## src/hdl/lpic_pkg.sv

```systemverilog
package lpic_pkg;
    // lines per controller unit and lines offered to the board
    localparam int UNIT_W = 8;
    localparam int EXT_W = 13;
    // i/o port map of the two units
    localparam logic [15:0] MASK_PORT = 16'h0021;
    localparam logic [15:0] CMD_PORT = 16'h0020;
    localparam logic [15:0] SLV_MASK_PORT = 16'h00a1;
    localparam logic [15:0] SLV_CMD_PORT = 16'h00a0;
    // command byte that ends service of the top level in service
    localparam logic [7:0] DONE_CODE = 8'h20;
    // reset value of both masks: everything blocked until software opens lines
    localparam logic [7:0] MASK_RST = 8'hff;
    // vector bases, arbitrary plain defaults
    localparam logic [7:0] VEC_BASE_M = 8'h20;
    localparam logic [7:0] VEC_BASE_S = 8'h28;
    // master line that carries the slave unit
    localparam logic [2:0] CASCADE_LINE = 3'd2;
    // vector offset answered when nothing is pending at acknowledge
    localparam logic [2:0] SPURIOUS_LINE = 3'd7;
    // least request spacing kept by the peripherals
    localparam int CLK_NS = 8;
    localparam int REQ_GAP_NS = 125;
    localparam int REQ_GAP_CYC = (REQ_GAP_NS + CLK_NS - 1) / CLK_NS;
endpackage

```

## src/hdl/lpic_top.sv

```systemverilog
`timescale 1ns/1ps
// Function
// a rising request edge on an open, winning line interrupts the processor
// on acknowledge the block returns an 8-bit vector naming the winner
// line zero ranks highest, line seven lowest
// higher request preempts active service; others wait for it to end
// mask bit n at one blocks line n, at zero lets it through
// mask register read and written at i/o port 21h
// service software sends the service-done command before leaving
// lines from PCI devices are level sensitive, pending while held
// peripherals space successive requests by at least 125 ns
// two cascaded units offer 13 usable request lines
// each unit takes eight separate request lines
// one level line may be shared by several PCI devices
// service-done clears the highest level in service
module lpic_top (
    input wire logic mclk,
    input wire logic rst_n,
    input wire logic [lpic_pkg::EXT_W-1:0] request_line_n,
    input wire logic [lpic_pkg::EXT_W-1:0] level_sel,
    input wire logic [15:0] io_addr,
    input wire logic [7:0] io_wdata,
    input wire logic io_wr,
    input wire logic io_rd,
    output logic [7:0] io_rdata,
    input wire logic cpu_ack,
    output logic cpu_intr,
    output logic [7:0] vector,
    output logic vector_valid
);
    import lpic_pkg::*;

    logic [EXT_W-1:0] sync1_ff, sync2_ff;
    logic [7:0] mmask_ff, smask_ff, rdata_ff, vector_ff;
    logic intr_ff, valid_ff;
    logic [7:0] nxt_mmask, nxt_smask, nxt_rdata, nxt_vector;
    logic nxt_intr, nxt_valid;
    logic [7:0] m_req, m_lvl, s_req, s_lvl, m_irr, m_isr, s_irr, s_isr;
    logic m_intr, s_intr, m_ack, s_ack, m_done, s_done;
    logic [2:0] m_win, s_win;

    // request pins cross into mclk through two flops before any logic looks at them; level_sel is used unsynchronised
    always_ff @(posedge mclk) begin
        if (!rst_n) begin
            sync1_ff <= '0;
            sync2_ff <= '0;
        end else begin
            sync1_ff <= request_line_n;
            sync2_ff <= sync1_ff;
        end
    end

    // line map: master 0,1,3..7 and slave 0..5; master 2 carries slave
    always_comb begin
        // the slave decision is already on mclk, so the cascade bit skips the sync
        m_req = {sync2_ff[6:2], s_intr, sync2_ff[1:0]};
        // cascade is a level so the slave keeps asking until served
        m_lvl = {level_sel[6:2], 1'b1, level_sel[1:0]};
        s_req = {2'b00, sync2_ff[12:7]};
        // shared lines are level mode, held while any source asks
        s_lvl = {2'b00, level_sel[12:7]};
    end

    // eight lines per unit
    lpic_unit u_master (
        .mclk(mclk),
        .rst_n(rst_n),
        .req(m_req),
        .level(m_lvl),
        .mask(mmask_ff),
        .ack(m_ack),
        .done(m_done),
        .pend(m_irr),
        .serv(m_isr),
        .intr(m_intr),
        .win(m_win)
    );

    lpic_unit u_slave (
        .mclk(mclk),
        .rst_n(rst_n),
        .req(s_req),
        .level(s_lvl),
        .mask(smask_ff),
        .ack(s_ack),
        .done(s_done),
        .pend(s_irr),
        .serv(s_isr),
        .intr(s_intr),
        .win(s_win)
    );

    // port decode, acknowledge routing and vector choice
    always_comb begin
        nxt_mmask = mmask_ff;
        nxt_smask = smask_ff;
        // mask writes at the mask ports
        if (io_wr && io_addr == MASK_PORT) begin
            nxt_mmask = io_wdata;
        end
        if (io_wr && io_addr == SLV_MASK_PORT) begin
            nxt_smask = io_wdata;
        end
        // service-done command accepted per unit
        m_done = io_wr && io_addr == CMD_PORT && io_wdata == DONE_CODE;
        s_done = io_wr && io_addr == SLV_CMD_PORT && io_wdata == DONE_CODE;
        // ack only lands on a unit that really asks; else spurious vector
        m_ack = cpu_ack && m_intr;
        s_ack = m_ack && m_win == CASCADE_LINE && s_intr;
        // vector names the winning line
        nxt_vector = vector_ff;
        if (cpu_ack) begin
            if (!m_intr) begin
                nxt_vector = VEC_BASE_M + {5'b00000, SPURIOUS_LINE};
            end else if (m_win != CASCADE_LINE) begin
                nxt_vector = VEC_BASE_M + {5'b00000, m_win};
            end else if (s_intr) begin
                nxt_vector = VEC_BASE_S + {5'b00000, s_win};
            end else begin
                nxt_vector = VEC_BASE_S + {5'b00000, SPURIOUS_LINE};
            end
        end
        nxt_valid = cpu_ack;
        // dropped on acknowledge so the host cannot fetch the same level twice
        // interrupt line follows the master decision
        nxt_intr = m_intr && !cpu_ack;
        // read data is held until the next read
        nxt_rdata = rdata_ff;
        if (io_rd) begin
            unique case (io_addr)
                MASK_PORT: nxt_rdata = mmask_ff;
                SLV_MASK_PORT: nxt_rdata = smask_ff;
                CMD_PORT: nxt_rdata = m_isr;
                SLV_CMD_PORT: nxt_rdata = s_isr;
                default: nxt_rdata = 8'h00;
            endcase
        end
    end

    always_ff @(posedge mclk) begin
        if (!rst_n) begin
            mmask_ff <= MASK_RST;
            smask_ff <= MASK_RST;
            rdata_ff <= 8'h00;
            vector_ff <= 8'h00;
            valid_ff <= 1'b0;
            intr_ff <= 1'b0;
        end else begin
            mmask_ff <= nxt_mmask;
            smask_ff <= nxt_smask;
            rdata_ff <= nxt_rdata;
            vector_ff <= nxt_vector;
            valid_ff <= nxt_valid;
            intr_ff <= nxt_intr;
        end
    end

    assign io_rdata = rdata_ff;
    assign vector = vector_ff;
    assign vector_valid = valid_ff;
    assign cpu_intr = intr_ff;

    // pin sync, register port and vector checks
    pin_sync_a:
        assert property (@(posedge mclk) disable iff (!rst_n)
            $past(rst_n, 2) |-> (sync2_ff == $past(request_line_n, 2)))
        else $error("request pin not seen two cycles later");
    mask_write_a:
        assert property (@(posedge mclk) disable iff (!rst_n)
            (io_wr && io_addr == MASK_PORT) |=> (mmask_ff == $past(io_wdata)))
        else $error("mask write not stored");
    mask_read_a:
        assert property (@(posedge mclk) disable iff (!rst_n)
            (io_rd && io_addr == MASK_PORT && !io_wr) |=> (io_rdata == mmask_ff))
        else $error("mask read returns wrong value");
    vec_answer_a:
        assert property (@(posedge mclk) disable iff (!rst_n)
            cpu_ack |=> vector_valid ##1 (!vector_valid || $past(cpu_ack)))
        else $error("vector strobe not one cycle after acknowledge");
    cascade_vec_a:
        assert property (@(posedge mclk) disable iff (!rst_n)
            s_ack |=> (vector == VEC_BASE_S + {5'b00000, $past(s_win)}))
        else $error("slave vector wrong");
    master_vec_a:
        assert property (@(posedge mclk) disable iff (!rst_n)
            (m_ack && m_win != CASCADE_LINE) |=> (vector == VEC_BASE_M + {5'b00000, $past(m_win)}))
        else $error("master vector wrong");

    // interrupt line, spurious vector, held outputs and slave mask write checks
    intr_drop_a:
        assert property (@(posedge mclk) disable iff (!rst_n)
            cpu_ack |=> !cpu_intr)
        else $error("interrupt line still up after acknowledge");
    intr_rise_a:
        assert property (@(posedge mclk) disable iff (!rst_n)
            (m_intr && !cpu_ack) |=> cpu_intr)
        else $error("interrupt line missed an eligible request");
    vec_hold_a:
        assert property (@(posedge mclk) disable iff (!rst_n)
            !cpu_ack |=> $stable(vector))
        else $error("vector changed without acknowledge");
    spur_vec_a:
        assert property (@(posedge mclk) disable iff (!rst_n)
            (cpu_ack && !m_intr) |=> (vector == VEC_BASE_M + {5'b00000, SPURIOUS_LINE}))
        else $error("spurious acknowledge gave wrong vector");
    smask_write_a:
        assert property (@(posedge mclk) disable iff (!rst_n)
            (io_wr && io_addr == SLV_MASK_PORT) |=> (smask_ff == $past(io_wdata)))
        else $error("slave mask write not stored");
    rdata_hold_a:
        assert property (@(posedge mclk) disable iff (!rst_n)
            !io_rd |=> $stable(io_rdata))
        else $error("read data changed without a read");

    // main scenarios the bench should reach
    nest_cov: cover property (@(posedge mclk) disable iff (!rst_n)
        m_ack && m_isr != 8'h00);
    cascade_cov: cover property (@(posedge mclk) disable iff (!rst_n) s_ack);
    done_cov: cover property (@(posedge mclk) disable iff (!rst_n)
        m_done && m_isr != 8'h00);
    spur_cov: cover property (@(posedge mclk) disable iff (!rst_n) cpu_ack && !m_intr);
    level_cov: cover property (@(posedge mclk) disable iff (!rst_n)
        m_ack && m_win != CASCADE_LINE && m_lvl[m_win]);
endmodule

```

## src/hdl/lpic_unit.sv

```systemverilog
`timescale 1ns/1ps
module lpic_unit (
    input wire logic mclk,
    input wire logic rst_n,
    input wire logic [lpic_pkg::UNIT_W-1:0] req,
    input wire logic [lpic_pkg::UNIT_W-1:0] level,
    input wire logic [lpic_pkg::UNIT_W-1:0] mask,
    input wire logic ack,
    input wire logic done,
    output logic [lpic_pkg::UNIT_W-1:0] pend,
    output logic [lpic_pkg::UNIT_W-1:0] serv,
    output logic intr,
    output logic [2:0] win
);
    import lpic_pkg::*;

    // index of the highest priority set bit, line zero first
    function automatic logic [2:0] first_set(input logic [7:0] v);
        logic [2:0] idx;
        idx = 3'd7;
        for (int i = 7; i >= 0; i--) begin
            if (v[i]) begin
                idx = 3'(i);
            end
        end
        return idx;
    endfunction

    logic [7:0] req_prev_ff, irr_ff, isr_ff;
    logic [7:0] nxt_req_prev, nxt_irr, nxt_isr;
    logic [7:0] live, edge_set, ack_clr, done_clr;
    logic [2:0] srv_top;

    // request, in-service and priority resolution
    always_comb begin
        // mask gates lines
        live = irr_ff & ~mask;
        // lowest line wins
        win = first_set(live);
        srv_top = first_set(isr_ff);
        // only higher priority nests
        intr = (live != 8'h00) && ((isr_ff == 8'h00) || (win < srv_top));
        // rising edge latches
        edge_set = req & ~req_prev_ff & ~level;
        ack_clr = ack ? (8'h01 << win) : 8'h00;
        // retire top in-service level
        done_clr = (done && isr_ff != 8'h00) ? (8'h01 << srv_top) : 8'h00;
        nxt_req_prev = req;
        // level lines follow pin; a new edge beats an ack clear
        nxt_irr = (irr_ff & ~ack_clr & ~level) | edge_set | (req & level);
        // ack set beats a done clear in the same cycle
        nxt_isr = (isr_ff & ~done_clr) | ack_clr;
    end

    always_ff @(posedge mclk) begin
        if (!rst_n) begin
            req_prev_ff <= 8'h00;
            irr_ff <= 8'h00;
            isr_ff <= 8'h00;
        end else begin
            req_prev_ff <= nxt_req_prev;
            irr_ff <= nxt_irr;
            isr_ff <= nxt_isr;
        end
    end

    assign pend = irr_ff;
    assign serv = isr_ff;

    mask_blocks_a:
        assert property (@(posedge mclk) disable iff (!rst_n)
            (live == 8'h00) |-> !intr)
        else $error("interrupt raised with no unmasked request");
    edge_catch_a:
        assert property (@(posedge mclk) disable iff (!rst_n)
            (edge_set != 8'h00) |=> ((irr_ff & $past(edge_set)) == $past(edge_set)))
        else $error("rising edge not latched");
    prio_order_a:
        assert property (@(posedge mclk) disable iff (!rst_n)
            intr |-> ((live & ((8'h01 << win) - 8'h01)) == 8'h00))
        else $error("winner is not the lowest pending line");
    nest_only_a:
        assert property (@(posedge mclk) disable iff (!rst_n)
            (intr && isr_ff != 8'h00) |-> (win < srv_top))
        else $error("equal or lower request preempted service");
    grant_mark_a:
        assert property (@(posedge mclk) disable iff (!rst_n)
            ack |=> isr_ff[$past(win)])
        else $error("acknowledged line not in service");
    done_clear_a:
        assert property (@(posedge mclk) disable iff (!rst_n)
            (done && !ack && isr_ff != 8'h00) |=> !isr_ff[$past(srv_top)])
        else $error("service done left top level in service");
    level_follow_a:
        assert property (@(posedge mclk) disable iff (!rst_n)
            1'b1 |=> ((irr_ff & $past(level)) == ($past(req) & $past(level))))
        else $error("level request does not follow its line");
endmodule

```

## config.mk

```make
export PLATFORM = sky130hd
export DESIGN_NAME = lpic_top
export DESIGN_NICKNAME = d
export VERILOG_FILES = /design/src/hdl/lpic_pkg.sv /design/src/hdl/lpic_top.sv /design/src/hdl/lpic_unit.sv
export SDC_FILE = /design/constraint.sdc
export NUM_CORES = 1
export LEC_CHECK = 0
export ABC_AREA = 0
export BUFFER_PORTS_ARGS = -buffer_cell sky130_fd_sc_hd__buf_2
export CAP_MARGIN = 20
export CORE_MARGIN = 8
export CORE_UTILIZATION = 50
export CTS_BUF_LIST = sky130_fd_sc_hd__clkbuf_8 sky130_fd_sc_hd__clkbuf_16
export DETAILED_ROUTE_END_ITERATION = 12
export HOLD_SLACK_MARGIN = 0.08
export MAX_ROUTING_LAYER = met4
export PLACE_DENSITY = 0.77
export SLEW_MARGIN = 10
export SYNTH_ARGS = -nofsm -noshare
export SYNTH_HDL_FRONTEND = slang
export SYNTH_HIERARCHICAL = 1
export SYNTH_SLANG_ARGS = --single-unit
```

## constraint.sdc

```tcl
create_clock -name mclk -period 9.9 [get_ports mclk]
set_input_delay 1.98 -clock mclk [delete_from_list [all_inputs] [get_ports mclk]]
set_output_delay 1.98 -clock mclk [all_outputs]
set_load 0.02 [all_outputs]
```

Word level (Yosys, flattened, before mapping)

Index checks and enable logic that the tools add are counted.

Bits in registers: 108
Latch bits: 0
RAM bits: 0
Bits in read-only memories: 0
Output and inout port bits: 18
Word-level logic and storage cells: 119
Memories kept: 0

$add $sub $neg: 2
$mul: 0
Div/mod/pow operators: 0
$lt $le $gt $ge: 2
Equal/unequal tests: 7
Shift-type cells: 4
Multiplexer cells: 36
Bitwise logic cells: 30
Reduce and logical (&&, ||, !) cells: 23

Operator list:

| kind                | count |
|---|---|
| $and 8x8->8         | 12 |
| $not 8->8           | 9 |
| $mux 3              | 16 |
| $or 8x8->8          | 6 |
| $eq 16x6->1 const B | 2 |
| $eq 16x8->1 const B | 2 |
| $mux 8              | 4 |
| $pmux 8 s4          | 1 |
| $reduce_bool 8->1   | 4 |
| $shl 1x3->8 const A | 4 |
| $mux 7              | 3 |
| $logic_not 8->1     | 2 |
| $mux 2              | 8 |
| $add 6x3->7 const A | 2 |
| $logic_and 1x1->1   | 14 |
| $and 6x8->8         | 1 |
| $eq 8x6->1 const B  | 1 |
| $not 6->8           | 1 |
| $and 6x6->6         | 1 |
| $lt 3x3->1          | 2 |
| $mux 1              | 4 |
| $eq 3x2->1 const B  | 1 |
| $ne 3x2->1 const B  | 1 |
| $logic_or 1x1->1    | 2 |
| $logic_not 1->1     | 1 |

Logic depth before layout (Yosys ltp)

Gate-level depths: netlist of the first run.

Word-level depth: 21
Gate-level depth with buffers: 14
Mapped depth without buffers: 14

By module

Netlist of the first run, hierarchy kept.

By module, submodules not included:

| module    | times used | cells each | area an instance (µm²) | sequential area each (µm²) |
|---|---|---|---|---|
| lpic_unit | 2          | 141        | 1,222.4                | 480.5 |
| lpic_top  | 1          | 224        | 2,153.3                | 1,141.1 |

Worst setup path after synthesis of the first run

No wires, ideal clock.

Path type: input-to-reg
Start: input port io_addr[1]
End: register u_master.isr_ff[4] (netlist: u_master/serv[4])
Setup time: 0.131 ns
Arrival: 3.781 ns
Setup slack: 5.988 ns
Stages: 7
Path buffers: 0
Path through: or4_1 > nor4_1 > nand4b_1 > nor4_1 > nand2_1 > o311ai_0 > o21ai_1

Longest elaborated chain between the ends: 8

RTL lines:

| what                            | RTL line        | text |
|---|---|---|
| from (decl)                     | lpic_top.sv:21  | `input wire logic [15:0] io_addr,` |
| $eq 16x6->1                     | lpic_top.sv:105 | `m_done = io_wr && io_addr == CMD_PORT && io_wdata == DONE_CODE;` |
| $logic_and 1x1->1 (2 in series) | lpic_top.sv:105 |  |
| named net m_done                | lpic_top.sv:39  | `logic m_intr, s_intr, m_ack, s_ack, m_done, s_done;` |
| $logic_and 1x1->1               | lpic_unit.sv:47 | `done_clr = (done && isr_ff != 8'h00) ? (8'h01 << srv_top) : 8'h00;` |
| $mux 8                          | lpic_unit.sv:47 |  |
| $not 8->8                       | lpic_unit.sv:52 | `nxt_isr = (isr_ff & ~done_clr) \| ack_clr;` |
| $and 8x8->8                     | lpic_unit.sv:52 |  |
| $or 8x8->8                      | lpic_unit.sv:52 |  |
| to (signal assigned)            | lpic_unit.sv:63 | `isr_ff <= nxt_isr;` |
| to (decl)                       | lpic_unit.sv:29 | `logic [7:0] req_prev_ff, irr_ff, isr_ff;` |

The timed path passes the listed nets, and every way through them passes these cells.
A chain may end at the register's enable or synchronous reset.

Worst setup path after layout of the first run

Start: register mmask_ff[5]
End: register u_slave.isr_ff[6] (netlist: u_slave/serv[6])

Longest elaborated chain between the ends: 16
Elaborated cells on any way between the ends: 18

RTL lines:

| what                            | RTL line        | text |
|---|---|---|
| from (decl)                     | lpic_top.sv:34  | `logic [7:0] mmask_ff, smask_ff, rdata_ff, vector_ff;` |
| from (signal assigned)          | lpic_top.sv:149 | `mmask_ff <= nxt_mmask;` |
| $not 8->8                       | lpic_unit.sv:37 | `live = irr_ff & ~mask;` |
| $and 8x8->8                     | lpic_unit.sv:37 |  |
| $mux 2 (2 in series)            | lpic_unit.sv:22 | `if (v[i]) begin` |
| $mux 3 (4 in series)            | lpic_unit.sv:22 |  |
| named net m_win[1]              | lpic_top.sv:40  | `logic [2:0] m_win, s_win;` |
| $lt 3x3->1                      | lpic_unit.sv:42 | `intr = (live != 8'h00) && ((isr_ff == 8'h00) \|\| (win < srv_top));` |
| $logic_or 1x1->1                | lpic_unit.sv:42 |  |
| $logic_and 1x1->1               | lpic_unit.sv:42 |  |
| named net m_intr                | lpic_top.sv:39  |  |
| $logic_and 1x1->1               | lpic_top.sv:108 | `m_ack = cpu_ack && m_intr;` |
| $logic_and 1x1->1 (2 in series) | lpic_top.sv:109 | `s_ack = m_ack && m_win == CASCADE_LINE && s_intr;` |
| named net s_ack                 | lpic_top.sv:39  |  |
| $mux 8                          | lpic_unit.sv:45 | `ack_clr = ack ? (8'h01 << win) : 8'h00;` |
| $or 8x8->8                      | lpic_unit.sv:52 |  |
| to (signal assigned)            | lpic_unit.sv:63 |  |
| to (decl)                       | lpic_unit.sv:29 |  |

The timed path passes the listed nets, and every way through them passes these cells.

==> results of run 1 <==
-- registers in the layout, summed over array words and instances (netlist names) --
| name | flops |
|---|---|
| u_master/req_prev_ff | 8 |
| u_slave/serv | 8 |
| vector_valid | 1 |
| u_slave/pend | 8 |
| mmask_ff | 8 |
| u_master/pend | 8 |
| cpu_intr | 1 |
| sync2_ff | 13 |
| smask_ff | 8 |
| u_master/serv | 8 |
| u_slave/req_prev_ff | 8 |
| sync1_ff | 13 |
| io_rdata | 8 |
| vector | 5 |
-- power groups by stage --
stage                     clock network (mW)  logic, mW  registers [mW]
after floorplan                            0     0.0202           0.447
after global placement                     0     0.0384           0.446
after detailed placement                   0     0.0394           0.447
after CTS                              0.274     0.0397           0.437
after global routing                   0.290     0.0445           0.438
final                                  0.270     0.0401           0.437
-- cell usage after synthesis, drive strengths merged, types with 10 or more instances --
| cell | instances |
|---|---|
| nand2b | 10 |
| a21boi | 10 |
| inv | 30 |
| buf | 12 |
| nand3 | 19 |
| and2 | 46 |
| nor2 | 13 |
| a21oi | 19 |
| dfxtp | 105 |
| o21ai | 19 |
| nor3 | 11 |
| a22oi | 18 |
| a31oi | 16 |
| nand2 | 50 |
-- stage by stage --
stage / hold WS (ns) / utilization / cells / setup slack (ns) / area, um^2
after global routing: 0.4561 / 0.5713 / 689 / 5.456 / 5179
after detailed placement: 0.4169 / 0.5493 / 674 / 5.493 / 4980
after CTS: 0.4416 / 0.5713 / 689 / 5.794 / 5179
after floorplan: 0.4057 / - / 512 / 5.988 / 4621
after global placement: 0.4134 / 0.5493 / 674 / 5.687 / 4980
final: 0.4396 / 0.5713 / 689 / 5.746 / 5179
-- kinds of logic (layout without fill, tap and decap cells) --
kind of cell | after synthesis | in the layout | share of synthesized area
buffers and inverters | 51 | 117 | 0.05497
adder cells (fa/ha/maj) | 4 | 4 | 0.01088
AND/OR/NAND/NOR | 207 | 207 | 0.2688
flip-flops | 105 | 105 | 0.4571
AO/OA/AOI/OAI | 137 | 137 | 0.2065
other | 2 | 8 | 0.001633
-- final timing paths --
| check | to | startpoint | cells after the start | slack (ns) |
|---|---|---|---|---|
| setup / recovery | u_slave/serv[6] | mmask_ff[5] | 14 | 5.75 |
| hold / removal | sync2_ff[3] | sync1_ff[3] | 1 | 0.44 |
| setup reg to reg | u_slave/serv[6] | mmask_ff[5] | 14 | 5.75 |
| hold reg to reg | sync2_ff[3] | sync1_ff[3] | 1 | 0.44 |
-- final cells by class --
type	instances	area share
Multi-Input combinational cell	356	0.4375
Sequential cell	105	0.4059
Timing Repair Buffer	70	0.06813
Tap cell	111	0.02682
Clock buffer	9	0.02392
Inverter	32	0.02319
Clock inverter	6	0.01450
-- critical path: stages (launching register included) --
cell      delay, ns
dfxtp_1        0.36
nand2b_1       0.19
a211o_1        0.22
nor3b_1        0.53
ha_1           0.34
o221ai_1       0.24
o21ba_2        0.20
nor3_2         0.16
nand2_1        0.09
nor4b_1        0.41
and2_1         0.24
inv_1          0.07
or3_1          0.46
or3_1          0.40
o22ai_1        0.16
-- per-layer routing --
layer  vias to the layer above  share of wire
met5                         -              0
met4                         0          0.023
met3                        23          0.076
met2                       184           0.44
met1                      1834           0.46
li1                       1947              -
==> run metrics, run 1 <==
crit-path max FO 6; H-tree levels 3; pwr/cell area 144.2 nW/um^2; HPWL after detailed placement 8.340 mm; Logic pwr share 0.054; Synth Warn # 6; Net Sw Frac 0.2374; Tcrit/Tclk final 0.4196; # resized after CTS 0; GRT overflow 0; sequential share of power 0.585; clk sinks 105; DR vias/cell 5.788; Worst setup EP type flip-flop; worst skew pair latency 0.37 ns; Clock Power Share 0.361; RSZ-0062 raised after global routing false; FF/Latch Area 2102 um^2; first-pass GRT wire length 18.15 mm; CP Class reg2reg; Final Wtd Congestion 0.9590; most common cell after layout, fill and taps aside dfxtp_1; most frequent cells in the layout dfxtp_1, buf_2, nand2_1, and2_1, inv_1; global-route usage over all layers 0.1815; clk buf depth 2; CP Data Required Time 10.18 ns; Psw 0.1772 mW; worst hold path type reg2reg; Total Neg Setup Slack 0 ns; Yosys top cell area share 0.4571; Synth Area per Inst 9.087 um^2; # fillers 781; Synth area leader dfxtp_1; ys flop type dfxtp_1; Max Cap Viol 0; FF+latch count, synth 105; synth unique cells 58; Leakage 2.184 nW; DRC Markers 0; final slew viol count 0; number of global-route vias before repair 3826; ranking of synthesized cells by area dfxtp_1, and2_1, nand2_1; TritonCTS buffer count 9; crit path time final 4.154 ns; grt peak-use layer met2; Die Y 111.9 um; CTS tree built; Worst Max-Slew Pin Slew 0.7930 ns; DR iter-0 viols 378; PortBufs 69; Post-CTS Setup Repair Bufs 0; initial antenna violation count 0; Area Overhead vs Synth 12.63%; VDD IR max 0.08249 mV; outcome finished, final reports clean; initial core utilization 0.5072; Hold Buf Count CTS 0; Vias 3988; Post-synth EDFFs 0; Post-synth ARST share 0; critical path arrival 4.44 ns; area of the die 12520 um^2; share of cells above drive strength 1 0.1972; Multi-input gate area 2266 um^2; final WL 11.28 mm; met2 Track Usage GR 0.2730; Nets 633; clock skew 0.01474 ns; Clock transition at path regs 0.10 ns; number of setup violations in the final report 0; largest net degree at the start of global routing 88; core area 9065 um^2; Max Clock Freq 240.7 MHz; total power draw 0.7466 mW; diode count 0; Synth Cell Area 4598 um^2; Die W 111.9 um; Cell Int Power 0.5694 mW; met3 global-route usage 0.03950; Slew HR 0.4700; synthesized netlist cell count 506; met1 usage 0.2307; Ports 73; average wire per cell in the routed design 16.37 um; endpoints failing hold 0; antenna viol nets, final 0; sequential fraction of the synthesis area 0.4571; Rows 35; Root Buffer clkbuf_8; TritonRoute pass-1 iters 5; CP startpoint kind flip-flop
Power figures use the tool's default switching activity.
==> run 2, diff against run 1 <==
--- a/config.mk
+++ b/config.mk
@@ -5,7 +5,7 @@
 export SDC_FILE = /design/constraint.sdc
 export NUM_CORES = 1
 export LEC_CHECK = 0
-export ABC_AREA = 0
+export ABC_AREA = 1
 export BUFFER_PORTS_ARGS = -buffer_cell sky130_fd_sc_hd__buf_2
 export CAP_MARGIN = 20
 export CORE_MARGIN = 8
@@ -14,7 +14,7 @@
 export DETAILED_ROUTE_END_ITERATION = 12
 export HOLD_SLACK_MARGIN = 0.08
 export MAX_ROUTING_LAYER = met4
-export PLACE_DENSITY = 0.77
+export PLACE_DENSITY = 0.8
 export SLEW_MARGIN = 10
 export SYNTH_ARGS = -nofsm -noshare
 export SYNTH_HDL_FRONTEND = slang
==> constraint.sdc (replaced) <==
create_clock -name mclk -period 3.4 [get_ports mclk]
set_input_delay 0.68 -clock mclk [delete_from_list [all_inputs] [get_ports mclk]]
set_output_delay 0.68 -clock mclk [all_outputs]
set_load 0.02 [all_outputs]
==> run metrics, run 2 <==
outcome finished, final reports clean (unchanged); Hold Buf Count CTS 0 (unchanged); Post-CTS Setup Repair Bufs 0 (unchanged); pwr/cell area 408.6 nW/um^2 (was 144.2 nW/um^2); largest net degree at the start of global routing 29 (was 88); critical path arrival 3.13 ns (was 4.44 ns); Tcrit/Tclk final 0.8315 (was 0.4196); Total Neg Setup Slack 0 ns (unchanged); initial antenna violation count 0 (unchanged); Synth Area per Inst 6.888 um^2 (was 9.087 um^2); slowest CP cell dfxtp_1 (was nor3b_1); Die W 112.3 um (was 111.9 um); antenna viol nets, final 0 (unchanged); Die Y 112.3 um (was 111.9 um); Post-synth EDFFs 0 (unchanged); pre-CTS setup slack 0.6446 ns (was 5.493 ns); Final Hold Slack 0.4200 ns (was 0.4396 ns); VDD IR max 0.2867 mV (was 0.08249 mV); TritonRoute pass-1 iters 7 (was 5); most common cell after layout, fill and taps aside nand2_1 (was dfxtp_1); crit path cell chain inv_1, or2_1, nand2_2, inv_1, nand2_1, inv_1, ha_1, a21oi_1, nand2_1, a21oi_1, nand2_1, nor2_1, nand2_1, nor2_1, inv_1, nor2_1, nand3_1, a21oi_1 (was nand2b_1, a211o_1, nor3b_1, ha_1, o221ai_1, o21ba_2, nor3_2, nand2_1, nor4b_1, and2_1, inv_1, or3_1, or3_1, o22ai_1); worst skew pair latency 0.38 ns (was 0.37 ns); Commonest cells post-synth nand2_1, inv_1, dfxtp_1, nand3_1, o21ai_0 (was dfxtp_1, nand2_1, and2_1, inv_1); # resized after CTS 0 (unchanged); Final Instance Area 5300 um^2 (was 5179 um^2); Logic pwr share 0.054 (about the same); synth unique cells 31 (was 58); Area Overhead vs Synth 14.33% (was 12.63%); share of cells above drive strength 1 0.1589 (was 0.1972); Net Sw Frac 0.2551 (was 0.2374); Final Wtd Congestion 0.8983 (was 0.9590); Max Cap Viol 0 (unchanged); Clock Power Share 0.358 (was 0.361); Yosys top cell area share 0.4534 (was 0.4571); CP peak stage delay 0.32 ns (was 0.53 ns); core area 9109 um^2 (was 9065 um^2); ranking of synthesized cells by area dfxtp_1, nand2_1, inv_1 (was dfxtp_1, and2_1, nand2_1); clk sinks 105 (unchanged); FF+latch count, synth 105 (unchanged); Worst Max-Slew Pin Slew 0.5644 ns (was 0.7930 ns); global-route usage over all layers 0.1817 (was 0.1815); Placed Cells incl. Taps 850 (was 674); CP Class reg2reg (unchanged); diode count 0 (unchanged); biggest regs sync1_ff (13), sync2_ff (13) (unchanged); first-pass GRT wire length 18.22 mm (was 18.15 mm); synthesized netlist cell count 673 (was 506); DRC Markers 0 (unchanged); CP Data Required Time 3.71 ns (was 10.18 ns); final slew viol count 0 (unchanged); final cell count without fillers 866 (was 689); DR vias/cell 4.915 (was 5.788); worst reg2reg path depth 18 (was 14); DR iter-0 viols 244 (was 378); worst r2r dst u_slave/serv[4] (was u_slave/serv[6]); final WL 10.96 mm (was 11.28 mm); Synth Cell Area 4636 um^2 (was 4598 um^2); clock skew 0.01027 ns (was 0.01474 ns); worst hold path type reg2reg (unchanged); ys flop type dfxtp_1 (unchanged); Vias 4256 (was 3988); CTS tree built (unchanged); Slew HR 0.6237 (was 0.4700); Min-Delay Endpoint sync2_ff[11] (was sync2_ff[3]); Clock transition at path regs 0.11 ns (was 0.10 ns); hold path start sync1_ff[11] (was sync1_ff[3]); CP delay by family, top simple AND/OR/NAND/NOR gates (unchanged); Nets 809 (was 633); endpoints failing hold 0 (unchanged); clk buf depth 2 (unchanged); number of global-route vias before repair 4078 (was 3826); TritonCTS buffer count 9 (unchanged); crit path time final 2.827 ns (was 4.154 ns); most frequent cell after synthesis nand2_1 (was dfxtp_1); HPWL after detailed placement 8.572 mm (was 8.340 mm); H-tree levels 3 (unchanged); most frequent cells in the layout nand2_1, inv_1, dfxtp_1, buf_2, nand3_1 (was dfxtp_1, buf_2, nand2_1, and2_1, inv_1); Synth Warn # 6 (unchanged); CP startpoint kind flip-flop (unchanged); area of the die 12610 um^2 (was 12520 um^2); Psw 0.5523 mW (was 0.1772 mW); worst r2r src u_master/pend[1] (was mmask_ff[5]); PortBufs 69 (unchanged); initial core utilization 0.5089 (was 0.5072); Root Buffer clkbuf_8 (unchanged); r2r setup slk 0.57 ns (was 5.75 ns); number of setup violations in the final report 0 (unchanged); Leakage 2.823 nW (was 2.184 nW); Ports 73 (unchanged); total power draw 2.165 mW (was 0.7466 mW); buffers plus inverters on the worst setup path 4 (was 1); crit-path max FO 4 (was 6); final worst-path setup slack 0.5730 ns (was 5.746 ns); sequential fraction of the synthesis area 0.4534 (was 0.4571); Worst setup EP type flip-flop (unchanged); Cell Int Power 1.613 mW (was 0.5694 mW); Max Clock Freq 353.7 MHz (was 240.7 MHz); Synth area leader dfxtp_1 (unchanged); sequential share of power 0.587 (was 0.585); dpl cell area 5095 um^2 (was 4980 um^2); average wire per cell in the routed design 12.65 um (was 16.37 um); GRT overflow 0 (unchanged); RSZ-0062 raised after global routing false (unchanged); Rows 35 (unchanged); worst hold path depth 2 (was 1); post-layout util 0.5819 (was 0.5713); Post-synth ARST share 0 (unchanged)
==> run 2: power by group through the flow <==
| stage | registers [mW] | clock network (mW) | logic [mW] |
|---|---|---|---|
| 6_report | 1.27 | 0.776 | 0.118 |
| 5_1_grt | 1.28 | 0.843 | 0.135 |
| 4_1_cts | 1.27 | 0.793 | 0.118 |
| 3_5_place_dp | 1.30 | 0 | 0.118 |
| 3_3_place_gp | 1.30 | 0 | 0.114 |
| 2_1_floorplan | 1.30 | 0 | 0.0591 |
==> run 2: cells by family (layout without fill, tap and decap cells) <==
| kind of cell | Yosys count | after routing | share of synthesized area |
|---|---|---|---|
| AOI/OAI and AO/OA | 85 | 85 | 0.1009 |
| adders and majority gates | 4 | 4 | 0.01080 |
| buffers and inverters | 138 | 211 | 0.1177 |
| DFF | 105 | 105 | 0.4534 |
| other | 2 | 11 | 0.001620 |
| and+or+nand+nor | 339 | 339 | 0.3155 |
==> run 2: worst min-delay path, delay by kind of cell, from the launching register on <==
family                 cells  cell delay, ns
flip-flops                 1            0.32
AND/OR/NAND/NOR            1            0.05
buffers and inverters      1            0.04
==> run 2: cell type report <==
cell class | count | area [um^2]
fill | 865 | 3809
clock buffer | 10 | 137.6
sequential | 105 | 2102
clock inverter | 6 | 67.56
multi-input combinational | 439 | 2022
tap | 111 | 138.9
timing repair buffer | 72 | 367.9
inverter | 123 | 464.2
==> run 2: how the worst max path moves through the flow <==
stage                                start         endpoint  slack (ns)  depth (start not counted)
after global routing      u_master/pend[1]  u_slave/serv[4]        0.23                         20
final                     u_master/pend[1]  u_slave/serv[4]        0.57                         18
after CTS                 u_master/pend[1]  u_slave/serv[4]        0.59                         18
after floorplan           u_master/pend[1]  u_slave/pend[4]        0.97                         19
after detailed placement  u_master/pend[1]  u_slave/pend[4]        0.64                         19
after global placement    u_master/pend[1]  u_slave/pend[4]        0.77                         19
==> run 2: metal layers <==
metal  part of all wire  global-route usage
met2               0.43              0.2670
met4              0.020             0.06745
met5                  0                   -
met1               0.48              0.2351
met3              0.068             0.04724
==> run 3, diff against run 2 <==
==> constraint.sdc (replaced) <==
create_clock -name mclk -period 2.6 [get_ports mclk]
set_input_delay 0.52 -clock mclk [delete_from_list [all_inputs] [get_ports mclk]]
set_output_delay 0.52 -clock mclk [all_outputs]
set_load 0.02 [all_outputs]
==> run metrics, run 3 (same netlist as run 2, synthesis figures left out) <==
DRC Markers 0 (unchanged); Max Cap Viol 0 (unchanged); CP Class reg2reg (unchanged); GRT overflow 0 (unchanged); worst reg2reg path depth 21 (was 18); initial core utilization 0.5089 (unchanged); r2r setup slk 0.07 ns (was 0.57 ns); worst hold path type in2reg (was reg2reg); crit path launch u_master/pend[3] (was u_master/pend[1]); average wire per cell in the routed design 13.30 um (was 12.65 um); clk sinks 105 (unchanged); first-pass GRT wire length 18.92 mm (was 18.22 mm); crit path cell chain inv_1, or2_4, nand2_2, inv_2, a21oi_4, ha_4, nand2_2, inv_2, nand2_2, nand2_2, a21oi_2, nand2_2, nor2_4, nand2_2, nor2_4, inv_2, buf_6, nor2_4, nand2_2, nand2_1, nand2_1 (was inv_1, or2_1, nand2_2, inv_1, nand2_1, inv_1, ha_1, a21oi_1, nand2_1, a21oi_1, nand2_1, nor2_1, nand2_1, nor2_1, inv_1, nor2_1, nand3_1, a21oi_1); worst r2r dst u_slave/pend[3] (was u_slave/serv[4]); CTS tree built (unchanged); Logic pwr share 0.057 (was 0.054); worst hold path depth 3 (was 2); clock skew 0.009261 ns (was 0.01027 ns); share of cells above drive strength 1 0.2129 (was 0.1589); post-layout util 0.6110 (was 0.5819); Final Wtd Congestion 0.8879 (was 0.8983); TritonRoute pass-1 iters 4 (was 7); pwr/cell area 498.3 nW/um^2 (was 408.6 nW/um^2); Die Y 112.3 um (unchanged); area of the die 12610 um^2 (unchanged); DR vias/cell 4.967 (was 4.915); global-route usage over all layers 0.1897 (was 0.1817); slowest CP cell dfxtp_1 (unchanged); H-tree levels 3 (unchanged); most frequent cells in the layout nand2_1, inv_1, dfxtp_1, buf_2, nand3_1 (unchanged); CP peak stage delay 0.33 ns (was 0.32 ns); Ports 73 (unchanged); number of global-route vias before repair 4170 (was 4078); clk buf depth 2 (unchanged); Cell Int Power 2.077 mW (was 1.613 mW); outcome finished, final reports clean (unchanged); sequential share of power 0.600 (was 0.587); core area 9109 um^2 (unchanged); Worst setup EP type flip-flop (unchanged); Area Overhead vs Synth 20.05% (was 14.33%); Nets 829 (was 809); crit-path max FO 3 (was 4); crit path time final 2.528 ns (was 2.827 ns); VDD IR max 0.3096 mV (was 0.2867 mV); Final Instance Area 5565 um^2 (was 5300 um^2); endpoints failing hold 0 (unchanged); Tcrit/Tclk final 0.9724 (was 0.8315); worst skew pair latency 0.37 ns (was 0.38 ns); DR iter-0 viols 316 (was 244); critical path's most frequent cell nand2_2; HPWL after detailed placement 8.922 mm (was 8.572 mm); number of setup violations in the final report 0 (unchanged); TritonCTS buffer count 9 (unchanged); Leakage 2.931 nW (was 2.823 nW); final slew viol count 0 (unchanged); CP startpoint kind flip-flop (unchanged); worst r2r src u_master/pend[3] (was u_master/pend[1]); Psw 0.6960 mW (was 0.5523 mW); dpl cell area 5213 um^2 (was 5095 um^2); Root Buffer clkbuf_8 (unchanged); PortBufs 69 (unchanged); Rows 35 (unchanged); final WL 11.78 mm (was 10.96 mm); most common cell after layout, fill and taps aside nand2_1 (unchanged); Hold Buf Count CTS 0 (unchanged); Vias 4401 (was 4256); Clock transition at path regs 0.10 ns (was 0.11 ns); hold path start request_line_n[5] (was sync1_ff[11]); Net Sw Frac 0.2510 (was 0.2551); Min-Delay Endpoint sync1_ff[5] (was sync2_ff[11]); initial antenna violation count 0 (unchanged); CP Data Required Time 2.86 ns (was 3.71 ns); Max Clock Freq 395.5 MHz (was 353.7 MHz); largest net degree at the start of global routing 44 (was 29); antenna viol nets, final 0 (unchanged); critical path arrival 2.79 ns (was 3.13 ns); biggest regs sync1_ff (13), sync2_ff (13) (unchanged); diode count 0 (unchanged); Die W 112.3 um (unchanged); Clock Power Share 0.343 (was 0.358); RSZ-0062 raised after global routing true (was false)
run 3: changes by cell type in the layout (fill, tap and decap cells not counted), sizes merged:
cell,change
clkbuf,-1
clkinv,+1
buf,+20
run 3: final cells by class:
type                    instances  area, um^2
multi-input cells             439        2131
fillers                       844        3543
inverters                     123       464.2
clock buffers                   9       123.9
well taps                     111       138.9
flip-flops and latches        105        2103
clock inverters                 7       66.31
repair buffers                 92       538.0
run 3: worst max path at each step:
stage	slack [ns]	depth (start not counted)	endpoint
final	0.07	21	u_slave/pend[3]
after global placement	0.03	19	u_slave/pend[4]
after CTS	0.003	20	u_slave/pend[1]
after floorplan	0.17	19	u_slave/pend[4]
after detailed placement	-0.1	19	u_slave/pend[4]
after global routing	-0.09	20	u_slave/pend[1]
run 3: per-stage QoR:
stage / worst slack, ns / TNS (ns) / power (mW) / hold WS (ns) / instances
6_report: 0.07177 / 0 / 2.773 / 0.3261 / 886
5_1_grt: -0.08951 / -0.8487 / 2.892 / 0.3076 / 886
4_1_cts: 0.002651 / 0 / 2.798 / 0.3076 / 883
3_5_place_dp: -0.09742 / -0.7542 / 1.857 / 0.3953 / 864
3_3_place_gp: 0.02888 / 0 / 1.850 / 0.3931 / 864
2_1_floorplan: 0.1683 / 0 / 1.780 / 0.3864 / 682
run 3: power by group through the flow:
stage               clock network, mW  logic [mW]  registers (mW)
floorplan                           0      0.0773            1.70
global placement                    0       0.152            1.70
detailed placement                  0       0.157            1.70
CTS                             0.977       0.157            1.66
global route                     1.04       0.180            1.67
finish                          0.952       0.159            1.66
run 3: critical path, delay by kind of cell (launching register included):
kind	cells	cell delay, ns
fa+ha+maj	1	0.22
flops	1	0.33
compound gates	2	0.36
simple gates	13	1.19
buf+inv	5	0.32
run 3: metal layers:
metal | global-route usage | up-vias | wire length [um]
li1 | - | 2261 | -
met1 | 0.2357 | 1978 | 5590
met2 | 0.2983 | 151 | 5413
met3 | 0.04455 | 11 | 642
met4 | 0.06205 | 0 | 133
met5 | - | - | 0
run 3: what timing repair did:
action                     in CTS  in global routing
buffers inserted                3                  3
setup endpoints to repair      14                 26
resized for setup               7                 25
pin swaps                       6                 18
hold endpoints to repair        0                  0
